==> config.mk <==
export PLATFORM = sky130hd
export DESIGN_NAME = haptic_mode_trigger_control
export DESIGN_NICKNAME = d
export VERILOG_FILES = /design/src/mode_ctrl_pkg.sv /design/src/reg_mem.sv /design/src/haptic_mode_trigger_control.sv
export SDC_FILE = /design/constraint.sdc
export NUM_CORES = 1
export LEC_CHECK = 0
export BUFFER_PORTS_ARGS = -buffer_cell sky130_fd_sc_hd__buf_2
export CAP_MARGIN = 20
export CORE_AREA = 2 2 198 200
export CTS_CLUSTER_DIAMETER = 200
export CTS_CLUSTER_SIZE = 40
export DETAILED_ROUTE_END_ITERATION = 10
export DIE_AREA = 0 0 200 202
export GPL_ROUTABILITY_DRIVEN = 0
export HOLD_SLACK_MARGIN = 0.03
export PLACE_DENSITY = 0.65
export SLEW_MARGIN = 20
export SYNTH_ARGS = -nofsm -noshare
export SYNTH_HDL_FRONTEND = slang
export SYNTH_SLANG_ARGS = --single-unit
==> constraint.sdc <==
create_clock -name mclk_i -period 1.8 [get_ports mclk_i]
set_input_delay 0.36 -clock mclk_i [delete_from_list [all_inputs] [get_ports mclk_i]]
set_output_delay 0.36 -clock mclk_i [all_outputs]
set_load 0.01 [all_outputs]
==> src/mode_ctrl_pkg.sv <==
package mode_ctrl_pkg;
    // ------------------------------------------------------------
    // Register map
    // ------------------------------------------------------------
    localparam logic [7:0] STATUS_ADDR = 8'h00;
    localparam logic [7:0] OPMODE_ADDR = 8'h01;
    localparam logic [7:0] RTP_ADDR = 8'h02;
    localparam logic [7:0] FIRE_ADDR = 8'h0c;
    localparam logic [7:0] FORMAT_ADDR = 8'h1d;
    localparam logic [7:0] NREG = 8'h20;
    // ------------------------------------------------------------
    // Fields
    // ------------------------------------------------------------
    localparam int SOFT_RESET_BIT = 7;
    localparam int STANDBY_BIT = 6;
    localparam int MODE_LSB = 0;
    localparam int OUTCOME_BIT = 3;
    localparam int FIRE_BIT = 0;
    localparam int FORMAT_BIT = 3;
    localparam int PWM_ANALOG_BIT = 1;
    // ------------------------------------------------------------
    // Reset values
    // ------------------------------------------------------------
    localparam logic [7:0] OPMODE_RST = 8'h40;
    localparam logic [7:0] ZERO_RST = 8'h00;
    localparam logic [2:0] SOFT_RESET_CYCLES = 3'h4;
    typedef enum logic [2:0] {
        MODE_INTERNAL = 3'b000,
        MODE_EDGE = 3'b001,
        MODE_LEVEL = 3'b010,
        MODE_PWM_ANALOG = 3'b011,
        MODE_RESERVED = 3'b100,
        MODE_REALTIME = 3'b101,
        MODE_DIAG = 3'b110,
        MODE_CALIB = 3'b111
    } op_mode_t;
endpackage

==> src/reg_mem.sv <==
`timescale 1ns/1ps
`default_nettype none
module reg_mem #(
    parameter int DEPTH = 32,
    parameter int AW = 5
) (
    input wire logic clk_i, // Clock
    input wire logic ce_i, // Clock enable
    input wire logic clr_i, // Synchronous clear to zero
    input wire logic we_i, // Write strobe
    input wire logic [AW-1:0] waddr_i, // Write address
    input wire logic [7:0] wdata_i, // Write data
    input wire logic [AW-1:0] raddr_i, // Read address
    output logic [7:0] rdata_o // Registered read data
);
    logic [7:0] mem_ff [DEPTH];
    genvar g;
    generate
        for (g = 0; g < DEPTH; g++) begin : g_word
            always_ff @(posedge clk_i) begin
                if (ce_i) begin
                    if (clr_i) begin
                        mem_ff[g] <= 8'h00;
                    end else if (we_i && waddr_i == AW'(g)) begin
                        mem_ff[g] <= wdata_i;
                    end
                end
            end
        end
    endgenerate
    always_ff @(posedge clk_i) begin
        if (ce_i) begin
            rdata_o <= mem_ff[raddr_i];
        end
    end
endmodule // reg_mem
`default_nettype wire

==> src/haptic_mode_trigger_control.sv <==
`timescale 1ns/1ps
`default_nettype none
module haptic_mode_trigger_control
    import mode_ctrl_pkg::*;
(
    input wire logic mclk_i, // 40 MHz clock
    input wire logic arst_n_i, // Async reset, active low
    input wire logic ce_i, // Clock enable
    input wire logic reg_wr_i, // Register write strobe
    input wire logic reg_rd_i, // Register read strobe
    input wire logic [7:0] reg_addr_i, // Register address
    input wire logic [7:0] reg_wdata_i, // Register write data
    input wire logic trigger_input_pin_i, // Trigger/input pin
    input wire logic routine_done_i, // Diagnostic/calibration finished
    input wire logic routine_fail_i, // Routine result with done
    input wire logic playback_done_i, // Waveform playback ended
    output logic [7:0] reg_rdata_o, // Read data, two cycles after read
    output logic [7:0] opmode_o, // Operating mode register
    output logic fire_o, // Fire bit
    output logic standby_o, // Software standby
    output logic playback_start_o, // Start pulse for playback/routine
    output logic cancel_o, // Cancel pulse for active waveform
    output logic drive_pin_o, // Drive actuator from pin input
    output logic pin_is_analog_o, // Pin interpreted as analog
    output logic drive_realtime_o, // Drive actuator from playback value
    output logic [7:0] realtime_playback_value_o, // Playback value
    output logic value_signed_o, // Playback value is signed
    output logic check_outcome_flag_o // Outcome of last routine
);
    import mode_ctrl_pkg::*;
    // ------------------------------------------------------------
    // Reset release and pin sync
    // ------------------------------------------------------------
    logic rst_s1_ff, rst_s2_ff;
    always_ff @(posedge mclk_i or negedge arst_n_i) begin
        if (!arst_n_i) begin
            rst_s1_ff <= 1'b0;
            rst_s2_ff <= 1'b0;
        end else begin
            rst_s1_ff <= 1'b1;
            rst_s2_ff <= rst_s1_ff;
        end
    end
    wire rst_n = rst_s2_ff;
    logic pin_s1_ff, pin_s2_ff, pin_d_ff;
    always_ff @(posedge mclk_i or negedge rst_n) begin
        if (!rst_n) begin
            pin_s1_ff <= 1'b0;
            pin_s2_ff <= 1'b0;
            pin_d_ff <= 1'b0;
        end else if (ce_i) begin
            pin_s1_ff <= trigger_input_pin_i;
            pin_s2_ff <= pin_s1_ff;
            pin_d_ff <= pin_s2_ff;
        end
    end
    wire pin_rise = pin_s2_ff & ~pin_d_ff;
    wire pin_fall = ~pin_s2_ff & pin_d_ff;
    // ------------------------------------------------------------
    // Soft reset sequencer
    // ------------------------------------------------------------
    logic [7:0] opmode_ff, rtp_ff, format_ff;
    logic fire_ff, outcome_ff;
    logic [2:0] srst_cnt_ff;
    wire soft_busy = (srst_cnt_ff != 3'h0);
    wire wr_opmode = reg_wr_i && !soft_busy && reg_addr_i == OPMODE_ADDR;
    wire wr_rtp = reg_wr_i && !soft_busy && reg_addr_i == RTP_ADDR;
    wire wr_fire = reg_wr_i && !soft_busy && reg_addr_i == FIRE_ADDR;
    wire wr_format = reg_wr_i && !soft_busy && reg_addr_i == FORMAT_ADDR;
    wire wr_other = reg_wr_i && !soft_busy && reg_addr_i < NREG;
    wire soft_req = wr_opmode && reg_wdata_i[SOFT_RESET_BIT];
    wire soft_clr = soft_busy && srst_cnt_ff == 3'h1;
    wire [2:0] nxt_srst_cnt = soft_req ? SOFT_RESET_CYCLES :
                              soft_busy ? srst_cnt_ff - 3'h1 : 3'h0;
    always_ff @(posedge mclk_i or negedge rst_n) begin
        if (!rst_n) begin
            srst_cnt_ff <= 3'h0;
        end else if (ce_i) begin
            srst_cnt_ff <= nxt_srst_cnt;
        end
    end
    // ------------------------------------------------------------
    // Mode register and data registers
    // ------------------------------------------------------------
    wire [7:0] opmode_mask = 8'hc7;
    wire [7:0] nxt_opmode = soft_req ? (OPMODE_RST | 8'h80) :
                            soft_clr ? OPMODE_RST :
                            wr_opmode ? (reg_wdata_i & opmode_mask) : opmode_ff;
    wire [2:0] mode = opmode_ff[2:0];
    always_ff @(posedge mclk_i or negedge rst_n) begin
        if (!rst_n) begin
            opmode_ff <= OPMODE_RST;
            rtp_ff <= ZERO_RST;
            format_ff <= ZERO_RST;
        end else if (ce_i) begin
            opmode_ff <= nxt_opmode;
            rtp_ff <= soft_clr ? ZERO_RST : wr_rtp ? reg_wdata_i : rtp_ff;
            format_ff <= soft_clr ? ZERO_RST : wr_format ? reg_wdata_i : format_ff;
        end
    end
    // ------------------------------------------------------------
    // Fire bit and trigger modes
    // ------------------------------------------------------------
    wire fire_wr1 = wr_fire && reg_wdata_i[FIRE_BIT];
    wire fire_wr0 = wr_fire && !reg_wdata_i[FIRE_BIT];
    wire is_edge = mode == MODE_EDGE;
    wire is_level = mode == MODE_LEVEL;
    wire is_routine = mode == MODE_DIAG || mode == MODE_CALIB;
    wire edge_set = is_edge && pin_rise && !fire_ff;
    wire edge_cancel = is_edge && pin_rise && fire_ff;
    wire level_set = is_level && pin_rise && !fire_ff;
    wire level_cancel = is_level && pin_fall && fire_ff;
    wire do_start = !soft_busy && ((fire_wr1 && !fire_ff && mode != MODE_RESERVED) ||
                                   edge_set || level_set);
    wire do_cancel = soft_req || edge_cancel || level_cancel ||
                     (fire_wr0 && fire_ff);
    wire self_clear = fire_ff && ((is_routine && routine_done_i) ||
                                  (!is_routine && playback_done_i));
    wire nxt_fire = do_cancel ? 1'b0 :
                    do_start ? 1'b1 :
                    self_clear ? 1'b0 : fire_ff;
    always_ff @(posedge mclk_i or negedge rst_n) begin
        if (!rst_n) begin
            fire_ff <= 1'b0;
        end else if (ce_i) begin
            fire_ff <= nxt_fire;
        end
    end
    // ------------------------------------------------------------
    // Check outcome flag: set wins over clear-on-read
    // ------------------------------------------------------------
    wire outcome_ev = fire_ff && is_routine && routine_done_i;
    wire rd_status = reg_rd_i && reg_addr_i == STATUS_ADDR;
    wire nxt_outcome = soft_clr ? 1'b0 :
                       outcome_ev ? routine_fail_i :
                       rd_status ? 1'b0 : outcome_ff;
    always_ff @(posedge mclk_i or negedge rst_n) begin
        if (!rst_n) begin
            outcome_ff <= 1'b0;
        end else if (ce_i) begin
            outcome_ff <= nxt_outcome;
        end
    end
    // ------------------------------------------------------------
    // Generic register storage and read path
    // ------------------------------------------------------------
    logic [7:0] mem_rdata;
    logic rd_pend_ff;
    reg_mem #(.DEPTH(32), .AW(5)) u_mem (
        .clk_i(mclk_i),
        .ce_i(ce_i),
        .clr_i(soft_clr || !rst_n),
        .we_i(wr_other),
        .waddr_i(reg_addr_i[4:0]),
        .wdata_i(reg_wdata_i),
        .raddr_i(reg_addr_i[4:0]),
        .rdata_o(mem_rdata)
    );
    // Storage words answer from the memory register one cycle after the strobe
    always_ff @(posedge mclk_i or negedge rst_n) begin
        if (!rst_n) begin
            rd_pend_ff <= 1'b0;
        end else if (ce_i) begin
            rd_pend_ff <= reg_rd_i;
        end
    end
    wire [7:0] status_word = {4'h0, outcome_ff, 3'h0};
    wire [7:0] fire_word = {7'h00, fire_ff};
    wire [7:0] rd_mux = (reg_addr_i == STATUS_ADDR) ? status_word :
                        (reg_addr_i == OPMODE_ADDR) ? opmode_ff :
                        (reg_addr_i == RTP_ADDR) ? rtp_ff :
                        (reg_addr_i == FIRE_ADDR) ? fire_word :
                        (reg_addr_i == FORMAT_ADDR) ? format_ff : 8'h00;
    wire use_mem = reg_addr_i < NREG && reg_addr_i != STATUS_ADDR &&
                   reg_addr_i != OPMODE_ADDR && reg_addr_i != RTP_ADDR &&
                   reg_addr_i != FIRE_ADDR && reg_addr_i != FORMAT_ADDR;
    logic use_mem_ff;
    logic [7:0] rd_hold_ff;
    always_ff @(posedge mclk_i or negedge rst_n) begin
        if (!rst_n) begin
            use_mem_ff <= 1'b0;
            rd_hold_ff <= 8'h00;
        end else if (ce_i) begin
            use_mem_ff <= use_mem;
            rd_hold_ff <= rd_mux;
        end
    end
    // ------------------------------------------------------------
    // Drive selection and outputs
    // ------------------------------------------------------------
    wire running = !opmode_ff[STANDBY_BIT] && !soft_busy;
    wire nxt_drive_pin = running && mode == MODE_PWM_ANALOG;
    wire nxt_analog = format_ff[PWM_ANALOG_BIT];
    wire nxt_drive_rt = running && mode == MODE_REALTIME;
    wire nxt_signed = !format_ff[FORMAT_BIT];
    always_ff @(posedge mclk_i or negedge rst_n) begin
        if (!rst_n) begin
            reg_rdata_o <= 8'h00;
            opmode_o <= OPMODE_RST;
            fire_o <= 1'b0;
            standby_o <= 1'b1;
            playback_start_o <= 1'b0;
            cancel_o <= 1'b0;
            drive_pin_o <= 1'b0;
            pin_is_analog_o <= 1'b0;
            drive_realtime_o <= 1'b0;
            realtime_playback_value_o <= 8'h00;
            value_signed_o <= 1'b1;
            check_outcome_flag_o <= 1'b0;
        end else if (ce_i) begin
            reg_rdata_o <= rd_pend_ff ? (use_mem_ff ? mem_rdata : rd_hold_ff) : reg_rdata_o;
            opmode_o <= nxt_opmode;
            fire_o <= nxt_fire;
            standby_o <= nxt_opmode[STANDBY_BIT];
            playback_start_o <= do_start && !do_cancel;
            cancel_o <= do_cancel;
            drive_pin_o <= nxt_drive_pin;
            pin_is_analog_o <= nxt_analog;
            drive_realtime_o <= nxt_drive_rt;
            realtime_playback_value_o <= rtp_ff;
            value_signed_o <= nxt_signed;
            check_outcome_flag_o <= nxt_outcome;
        end
    end
    // ------------------------------------------------------------
    // Assertions
    // ------------------------------------------------------------
    a_soft_self_clear: assert property (@(posedge mclk_i) disable iff (!rst_n)
        (ce_i && soft_req)
        |-> ##[1:8] !opmode_ff[SOFT_RESET_BIT])
        else $error("soft reset bit did not self clear");
    a_soft_restore: assert property (@(posedge mclk_i) disable iff (!rst_n)
        (ce_i && soft_clr)
        |=> (opmode_ff == OPMODE_RST && rtp_ff == 8'h00))
        else $error("soft reset did not restore defaults");
    a_soft_cancel: assert property (@(posedge mclk_i) disable iff (!rst_n)
        (ce_i && soft_req)
        |=> (cancel_o && !fire_ff))
        else $error("soft reset did not abort playback");
    a_edge_set: assert property (@(posedge mclk_i) disable iff (!rst_n)
        (ce_i && edge_set && !soft_busy && !do_cancel)
        |=> fire_ff)
        else $error("edge did not set fire");
    a_edge_cancel: assert property (@(posedge mclk_i) disable iff (!rst_n)
        (ce_i && is_edge && pin_rise && fire_ff)
        |=> (!fire_ff && cancel_o))
        else $error("second edge did not cancel");
    a_level_fall: assert property (@(posedge mclk_i) disable iff (!rst_n)
        (ce_i && is_level && pin_fall && fire_ff)
        |=> !fire_ff)
        else $error("falling edge did not cancel");
    a_level_nochange: assert property (@(posedge mclk_i) disable iff (!rst_n)
        (ce_i && is_level && pin_fall && !fire_ff && !do_start && !soft_req)
        |=> !cancel_o)
        else $error("cancel issued with fire already clear");
    a_outcome_store: assert property (@(posedge mclk_i) disable iff (!rst_n)
        (ce_i && outcome_ev && !soft_clr)
        |=> (outcome_ff == $past(routine_fail_i)))
        else $error("routine outcome not stored");
    a_rt_drive: assert property (@(posedge mclk_i) disable iff (!rst_n)
        (ce_i && nxt_drive_rt)
        |=> drive_realtime_o)
        else $error("realtime drive not raised");
    a_drive_rt_off: assert property (@(posedge mclk_i) disable iff (!rst_n)
        (ce_i && mode != MODE_REALTIME)
        |=> !drive_realtime_o)
        else $error("realtime drive outside its mode");
    a_standby_clear: assert property (@(posedge mclk_i) disable iff (!rst_n)
        (ce_i && wr_opmode && !soft_req && !reg_wdata_i[STANDBY_BIT])
        |=> (!standby_o && !opmode_ff[STANDBY_BIT]))
        else $error("standby not left on write of zero");
    a_reserved_zero: assert property (@(posedge mclk_i) disable iff (!rst_n)
        ce_i
        |-> (opmode_ff[5:3] == 3'h0))
        else $error("reserved mode bits not zero");
    a_internal_start: assert property (@(posedge mclk_i) disable iff (!rst_n)
        (ce_i && mode == MODE_INTERNAL && fire_wr1 && !fire_ff && !soft_busy)
        |=> (fire_ff && playback_start_o))
        else $error("fire write did not start playback");
    a_reserved_nostart: assert property (@(posedge mclk_i) disable iff (!rst_n)
        (ce_i && mode == MODE_RESERVED)
        |=> !playback_start_o)
        else $error("start issued in reserved mode");
    a_level_set: assert property (@(posedge mclk_i) disable iff (!rst_n)
        (ce_i && level_set && !soft_busy && !soft_req)
        |=> fire_ff)
        else $error("fire did not follow rising level");
    a_level_noset: assert property (@(posedge mclk_i) disable iff (!rst_n)
        (ce_i && is_level && pin_rise && fire_ff)
        |=> !playback_start_o)
        else $error("start issued with fire already set");
    a_pin_single: assert property (@(posedge mclk_i) disable iff (!rst_n)
        (ce_i && pin_rise)
        |=> !pin_rise)
        else $error("one pin rise gave two events");
    a_drive_pin_on: assert property (@(posedge mclk_i) disable iff (!rst_n)
        (ce_i && running && mode == MODE_PWM_ANALOG)
        |=> drive_pin_o)
        else $error("pin drive not raised");
    a_drive_pin_off: assert property (@(posedge mclk_i) disable iff (!rst_n)
        (ce_i && mode != MODE_PWM_ANALOG)
        |=> !drive_pin_o)
        else $error("pin drive outside its mode");
    a_analog_select: assert property (@(posedge mclk_i) disable iff (!rst_n)
        (ce_i && format_ff[PWM_ANALOG_BIT])
        |=> pin_is_analog_o)
        else $error("analog select not followed");
    a_unsigned_fmt: assert property (@(posedge mclk_i) disable iff (!rst_n)
        (ce_i && format_ff[FORMAT_BIT])
        |=> !value_signed_o)
        else $error("unsigned format not followed");
    a_routine_clear: assert property (@(posedge mclk_i) disable iff (!rst_n)
        (ce_i && fire_ff && is_routine && routine_done_i)
        |=> !fire_ff)
        else $error("fire did not self clear after routine");
    a_routine_start: assert property (@(posedge mclk_i) disable iff (!rst_n)
        (ce_i && is_routine && fire_wr1 && !fire_ff && !soft_busy)
        |=> (fire_ff && playback_start_o))
        else $error("fire write did not start routine");
    a_outcome_clear: assert property (@(posedge mclk_i) disable iff (!rst_n)
        (ce_i && rd_status && !outcome_ev && !soft_clr)
        |=> !outcome_ff)
        else $error("outcome flag not cleared by read");
    a_outcome_hold: assert property (@(posedge mclk_i) disable iff (!rst_n)
        (ce_i && !rd_status && !outcome_ev && !soft_clr)
        |=> (outcome_ff == $past(outcome_ff)))
        else $error("outcome flag changed without cause");
endmodule // haptic_mode_trigger_control
`default_nettype wire

# ---- Word level (Yosys, flattened, before mapping)
# Memories as Yosys holds them, arrays and structs flattened. A register that Yosys moved wholly into a read port is not among the register bits.
# Index checks and enable logic that the tools add are counted.
dict set report word_totals {
  regBits 66
  latch_bits 0
  ramBits 256
  romBits 0
  in_bits 25
  out_inout_bits 33
  word_cells 392
  memories 1
}
# memory depth word_bits read_ports rd_ports_with_merged_regs wr line_no
set memory_table {}
lappend memory_table {u_mem.mem_ff 32 8 1 1 32 reg_mem.sv:16} ;# logic [7:0] mem_ff [DEPTH];
dict set report classes {
  addsub 1
  n_mul 0
  div_mod_pow 0
  order_cmp 1
  n_eq_ne 47
  n_shift 0
  muxes 184
  bitwise_logic 36
  reduce_logical 99
}
# operator n
set op_table {}
lappend op_table {{$mux 8} 45}
lappend op_table {{$mux 1} 137}
lappend op_table {{$eq 5x5->1 const B} 16}
lappend op_table {{$logic_and 1x1->1} 68}
lappend op_table {{$eq 5x4->1 const B} 8}
lappend op_table {{$or 1x1->1} 32}
lappend op_table {{$eq 5x3->1 const B} 4}
lappend op_table {{$reduce_and 2->1} 6}
lappend op_table {{$reduce_bool 3->1} 4}
lappend op_table {{$eq 5x2->1 const B} 2}
lappend op_table {{$eq 3x3->1 const B} 3}
lappend op_table {{$eq 8x1->1 const B} 1}
lappend op_table {{$eq 8x2->1 const B} 1}
lappend op_table {{$eq 8x4->1 const B} 1}
lappend op_table {{$eq 8x5->1 const B} 1}
lappend op_table {{$logic_not 1->1} 8}
lappend op_table {{$logic_not 8->1} 1}
lappend op_table {{$logic_or 1x1->1} 8}
lappend op_table {{$lt 8x6->1 const B} 1}
lappend op_table {{$ne 8x1->1 const B} 1}
lappend op_table {{$ne 8x2->1 const B} 1}
lappend op_table {{$ne 8x4->1 const B} 1}
lappend op_table {{$ne 8x5->1 const B} 1}
lappend op_table {{$reduce_bool 8->1} 1}
lappend op_table {{10 further kinds} 16}

# ---- Longest topological paths before layout
dict set report logic_depth {
  word_depth 12
  depth_mapped 9
  depth_no_buf 7
}

# ---- Cells and area by module
# Synthesis repeated with hierarchy kept, for this count alone.
dict set report unflattened {
  cells_unflattened 1022
  hier_area_um2 15175.8
}
# module n_inst cells_per_inst area_per_inst_um2 seq_area_each_um2
set by_module_without_submodules {}
lappend by_module_without_submodules {reg_mem 1 742 12194.2 7927.6}
lappend by_module_without_submodules {haptic_mode_trigger_control 1 280 2981.6 1579.0}

# ---- Least setup slack after synthesis
# OpenSTA, ideal clock, no wires.
dict set report synth_path {
  kind {reg2reg}
  start {reg rst_s2_ff, in the netlist rst_n}
  end {mem u_mem.mem_ff[13][0], enable pin}
  setup_time_ns 0.387
  arrival_ns 3.246
  t_required_ns 1.413
  setup_slack_ns -1.832
  stages_incl_launch_ff 6
  n_path_buf 2
  period_less_slack_ns 3.632
  cell_sequence {dfrtp_1 > and4_4 > buf_6 > nand2_2 > buf_4 > o31ai_1}
}
# item line_no
set synth_lines {}
lappend synth_lines {{from (decl)} haptic_mode_trigger_control.sv:34} ;# logic rst_s1_ff, rst_s2_ff;
lappend synth_lines {{from (signal assigned)} haptic_mode_trigger_control.sv:41} ;# rst_s2_ff <= rst_s1_ff;
lappend synth_lines {{to (decl)} reg_mem.sv:16}

==> load_flow_metrics.sql <==
INSERT INTO impl_metrics (metric_group, metric, value, unit) VALUES
('timing', 'finalSetupViolations', '543', ''),
('status', 'violations_in_the_final_reports', 'negative setup slack', ''),
('pwr', 'max-vdd-ir-drop', '0.0005950', 'V'),
('route', 'postRouteWirelength', '42810', 'µm'),
('synth', 'synth_enable_flop_cells', '264', ''),
('cts', 'clkSlewWorstSetupHoldPaths', '140', 'ps'),
('global_route', 'gr-usage-all-layers', '21.40', '%'),
('timing', 'period_share', '125.8', '%'),
('cts', 'clock_tree.root_cell', 'sky130_fd_sc_hd__clkbuf_16', ''),
('floorplanning', 'die_width', '200', 'µm'),
('setup_path', 'worstSetupPathType', 'reg -> reg', ''),
('synth', 'synthesis.area_per_instance', '12.98', 'µm²'),
('status', 'outcome', 'complete, but fails checks', ''),
('pwr', 'switching_share', '24.80', '%'),
('route', 'via_per_inst', '5.489', ''),
('run', 'maxCapViolations', '0', ''),
('pwr', 'design_power_total', '14.47', 'mW'),
('setup_path', 'timing.critical_path.fanout_max', '8', ''),
('setup_path', 'start_kind', 'register', ''),
('route', 'dr.pass1.iters', '5', ''),
('pwr', 'internal_power', '10.88', 'mW'),
('floorplanning', 'floorplan.io_pins', '58', ''),
('synth', 'synthesis.yosys.warnings', '0', ''),
('route', 'drc_violations', '0', ''),
('global_route', 'grt_max_degree', '57', ''),
('setup_path', 'worstPathArrival', '2580', 'ps'),
('synth', 'post_synth_num_cell_types', '68', ''),
('floorplanning', 'num_rows', '72', ''),
('route', 'via_count', '10506', ''),
('setup_path', 'required', '2110', 'ps'),
('synth', 'ys_seq_area_share', '61.54', '%'),
('placed_design', 'placement.io_buffers', '54', ''),
('floorplanning', 'die-height', '202', 'µm'),
('cts', 'cts_inserted_buffers', '12', ''),
('timing', 'fmax', '441.7', 'MHz'),
('timing', 'post-route-worst-setup-slack', '-463.8', 'ps'),
('setup_path', 'cp_cell_sequence', 'nor2_4, ha_4, or4b_4, and4_4, nand2_4, buf_12, buf_4, o21ai_4, buf_12', ''),
('timing', 'slew-limit-headroom', '51.66', '%'),
('layout', 'num-fill-cells', '3226', ''),
('cts', 'clk_latency', '520', 'ps'),
('pwr', 'p_switching', '3.589', 'mW'),
('global_route', 'grt_residual_overflow', '0', ''),
('setup_path', 'crit_path_largest_cell_delay', '560', 'ps'),
('worst_hold_path', 'worstHoldPathType', 'in -> reg', ''),
('layout', 'syn_to_final_growth', '26.71', '%'),
('route', 'route.antenna.remaining_nets', '0', ''),
('global_route', 'grt_antenna_before_repair', '0', ''),
('synth', 'synth-async-reset-ratio', '19.27', '%'),
('setup_path', 'critPathMostFrequentCell', 'sky130_fd_sc_hd__buf_12', ''),
('route', 'drt_iter0_markers', '993', ''),
('pwr', 'p_leak', '7.553', 'nW'),
('floorplanning', 'floorplan.core_area', '38290', 'µm²'),
('global_route', 'grt_pass1_vias', '10526', ''),
('setup_path', 'critPathSlowestCell', 'sky130_fd_sc_hd__or4b_4', ''),
('timing', 'worst_hold_slack', '80.01', 'ps'),
('floorplanning', 'initial_utilization', '40.35', '%'),
('global_route', 'wire_length_of_the_first_global_routing_pass', '64630', 'µm'),
('cts', 'clkSinkCount', '327', ''),
('route', 'post_drt_wl_per_cell', '22.37', 'µm'),
('placed_design', 'dp_hpwl', '29840', 'µm'),
('synth', 'synth.ff_latch_count', '327', ''),
('pwr', 'clock_power_share', '25.6', '%'),
('synth', 'synth-main-ff-cell', 'sky130_fd_sc_hd__edfxtp_1', ''),
('pwr', 'power_per_cell_area', '739.3', 'nW/µm²'),
('timing', 'max_slew.worst_pin.slew', '725.1', 'ps'),
('setup_path', 'setup.worst_path.end_class', 'register', ''),
('setup_path', 'worst-r2r-setup-slack', '-460', 'ps'),
('pwr', 'seq_power_share', '59.7', '%'),
('timing', 'timing.final.max_slew_violations', '0', ''),
('layout', 'finalNetCount', '1417', ''),
('cts', 'h_tree_depth', '1', ''),
('synth', 'syn_inst', '1190', ''),
('floorplanning', 'die_area', '40400', 'µm²'),
('timing', 'grt_setup_unrepaired', 'yes', ''),
('pwr', 'power.combinational.fraction', '14.8', '%'),
('synth', 'syn_area', '15450', 'µm²'),
('timing', 'skew', '40.87', 'ps'),
('layout', 'drive_gt1_share', '35.60', '%'),
('placed_design', 'pre_cts_slack', '-801.9', 'ps'),
('layout', 'antenna-diode-count', '0', ''),
('cts', 'number_of_buffers_on_the_longest_clock_path', '3', ''),
('timing', 'timing.final.hold_violations', '0', ''),
('cts', 'cts_tree', 'yes', ''),
('timing', 'period_needed', '2264', 'ps');
cells in the mapped netlist, drive strengths merged (3+ instances only):
cell	count	share of area, %
o221ai	4	0.23
a221oi	7	0.40
nand2	74	1.9
mux4	38	5.5
inv	20	0.49
nor4b	3	0.17
nand2b	10	0.40
a211oi	8	0.39
a21oi	26	0.84
o21a	3	0.15
mux2	19	1.4
o22a	4	0.23
and2	219	8.9
dfrtp	61	9.9
nor2	58	1.5
o31ai	6	0.29
nand3	14	0.45
clkbuf	55	1.3
o32ai	5	0.28
o22ai	15	0.61
nor4bb	3	0.19
nor3	11	0.53
and3	43	1.7
nand4	8	0.36
o211ai	4	0.19
buf	41	1.7
nor2b	8	0.32
mux2i	67	4.3
edfxtp	264	51
o21ai	56	1.8
through the flow:
step | TNS, ps | util, % | std cells | instance area (µm²)
3_3_place_gp | -222010 | 47.31 | 1854 | 18110
5_1_grt | -225530 | 51.12 | 1914 | 19570
3_5_place_dp | -242420 | 47.31 | 1854 | 18110
2_1_floorplan | -156080 | - | 1192 | 15850
4_1_cts | -187570 | 50.54 | 1905 | 19350
6_report | -196990 | 51.12 | 1914 | 19570
critical path: cells and delay by family, from the launching register on:
family | cells | cell delay (ps)
simple gates | 4 | 970
compound gates | 1 | 60
flops | 1 | 440
buf+inv | 3 | 420
fa+ha+maj | 1 | 160
area by class of cell:
class	instances	area, µm²	area share, %
sequential	327	9510	48.59
multi-input combinational	749	6207	31.71
timing repair buffer	280	2755	14.08
tap	518	648.1	3.311
clock buffer	19	347.8	1.777
inverter	20	75.07	0.3835
clock inverter	1	30.03	0.1534
flip-flops by register name, indices dropped and copies added (netlist names), 3 cells and up:
signal / count
format_ff: 8
opmode_o: 5
rd_hold_ff: 8
realtime_playback_value_o: 8
reg_rdata_o: 8
rtp_ff: 8
srst_cnt_ff: 3
u_mem.mem_ff: 256
u_mem.rdata_o: 8
cell families after synthesis:
family / count (synthesis) / synth area share [%]
AND/OR/NAND/NOR: 463 / 17.06
flip-flops: 327 / 61.54
AO/OA/AOI/OAI: 155 / 6.375
multiplexers: 124 / 11.27
buffers and inverters: 116 / 3.491
adder cells (fa/ha/maj): 2 / 0.1620
other: 2 / 0.04862
XOR/XNOR: 1 / 0.05671
power groups by stage:
| stage | combinational (mW) | clock (mW) | sequential (mW) |
|---|---|---|---|
| final | 2.14 | 3.70 | 8.63 |
| after detailed placement | 1.86 | 0 | 8.80 |
| after global routing | 2.26 | 3.97 | 8.66 |
| after global placement | 1.84 | 0 | 8.79 |
| after floorplan | 0.926 | 0 | 8.78 |
| after CTS | 2.08 | 3.74 | 8.63 |
timing repair:
| action | 4_1_cts | 5_1_grt |
|---|---|---|
| hold endpoints to repair | 2 | 0 |
| hold buffers | 1 | 0 |
| pin swaps | 49 | 33 |
| buffers inserted | 24 | 10 |
| cloned | 7 | 1 |
| resized for setup | 118 | 43 |
| endpoints found under the setup margin | 544 | 545 |
per-layer routing:
layer	vias up	share of wire, %	track usage, %
met4	0	2.9	6.005
met2	321	49	35.26
met5	-	0	0
li1	4724	-	-
met3	60	5.7	2.837
met1	5401	42	29.71
placed cells by master (no fill, tap or decap), types with 5 or more instances in the layout:
master / instances
sky130_fd_sc_hd__o21ai_1: 16
sky130_fd_sc_hd__edfxtp_1: 264
sky130_fd_sc_hd__nor2_4: 16
sky130_fd_sc_hd__dfrtp_1: 60
sky130_fd_sc_hd__buf_4: 156
sky130_fd_sc_hd__a21oi_1: 26
sky130_fd_sc_hd__nand2b_1: 9
sky130_fd_sc_hd__mux2i_1: 66
sky130_fd_sc_hd__nand3_1: 11
sky130_fd_sc_hd__nor3_1: 5
sky130_fd_sc_hd__o21ai_2: 8
sky130_fd_sc_hd__nor2b_1: 8
sky130_fd_sc_hd__o32ai_1: 5
sky130_fd_sc_hd__mux4_2: 38
sky130_fd_sc_hd__o21ai_4: 20
sky130_fd_sc_hd__buf_2: 52
sky130_fd_sc_hd__and2_4: 34
sky130_fd_sc_hd__clkbuf_1: 6
sky130_fd_sc_hd__and2_1: 185
sky130_fd_sc_hd__and3_4: 19
sky130_fd_sc_hd__and3_1: 24
sky130_fd_sc_hd__buf_12: 46
sky130_fd_sc_hd__clkbuf_16: 14
sky130_fd_sc_hd__buf_6: 18
sky130_fd_sc_hd__nor2_1: 33
sky130_fd_sc_hd__inv_1: 19
sky130_fd_sc_hd__nand2_1: 65
sky130_fd_sc_hd__o22ai_1: 15
sky130_fd_sc_hd__o21ai_0: 12
sky130_fd_sc_hd__a211oi_1: 8
sky130_fd_sc_hd__mux2_2: 19
sky130_fd_sc_hd__buf_16: 6
sky130_fd_sc_hd__nor2_2: 9
sky130_fd_sc_hd__a221oi_1: 6
sky130_fd_sc_hd__nor3_4: 5
sky130_fd_sc_hd__nand4_1: 7
final timing paths:
check / start / endpoint / cells past startpoint
min reg2reg: rst_n / rd_hold_ff[4] / 1
max reg2reg: srst_cnt_ff[1] / u_mem.mem_ff[18][1] / 9
max: srst_cnt_ff[1] / u_mem.mem_ff[18][1] / 9
max in group asynchronous: rst_n / realtime_playback_value_o[0] / 2
min in group asynchronous: arst_n_i / rst_n / 2
min: trigger_input_pin_i / pin_s1_ff / 2
Note: power is estimated with default switching activity, not from simulation.
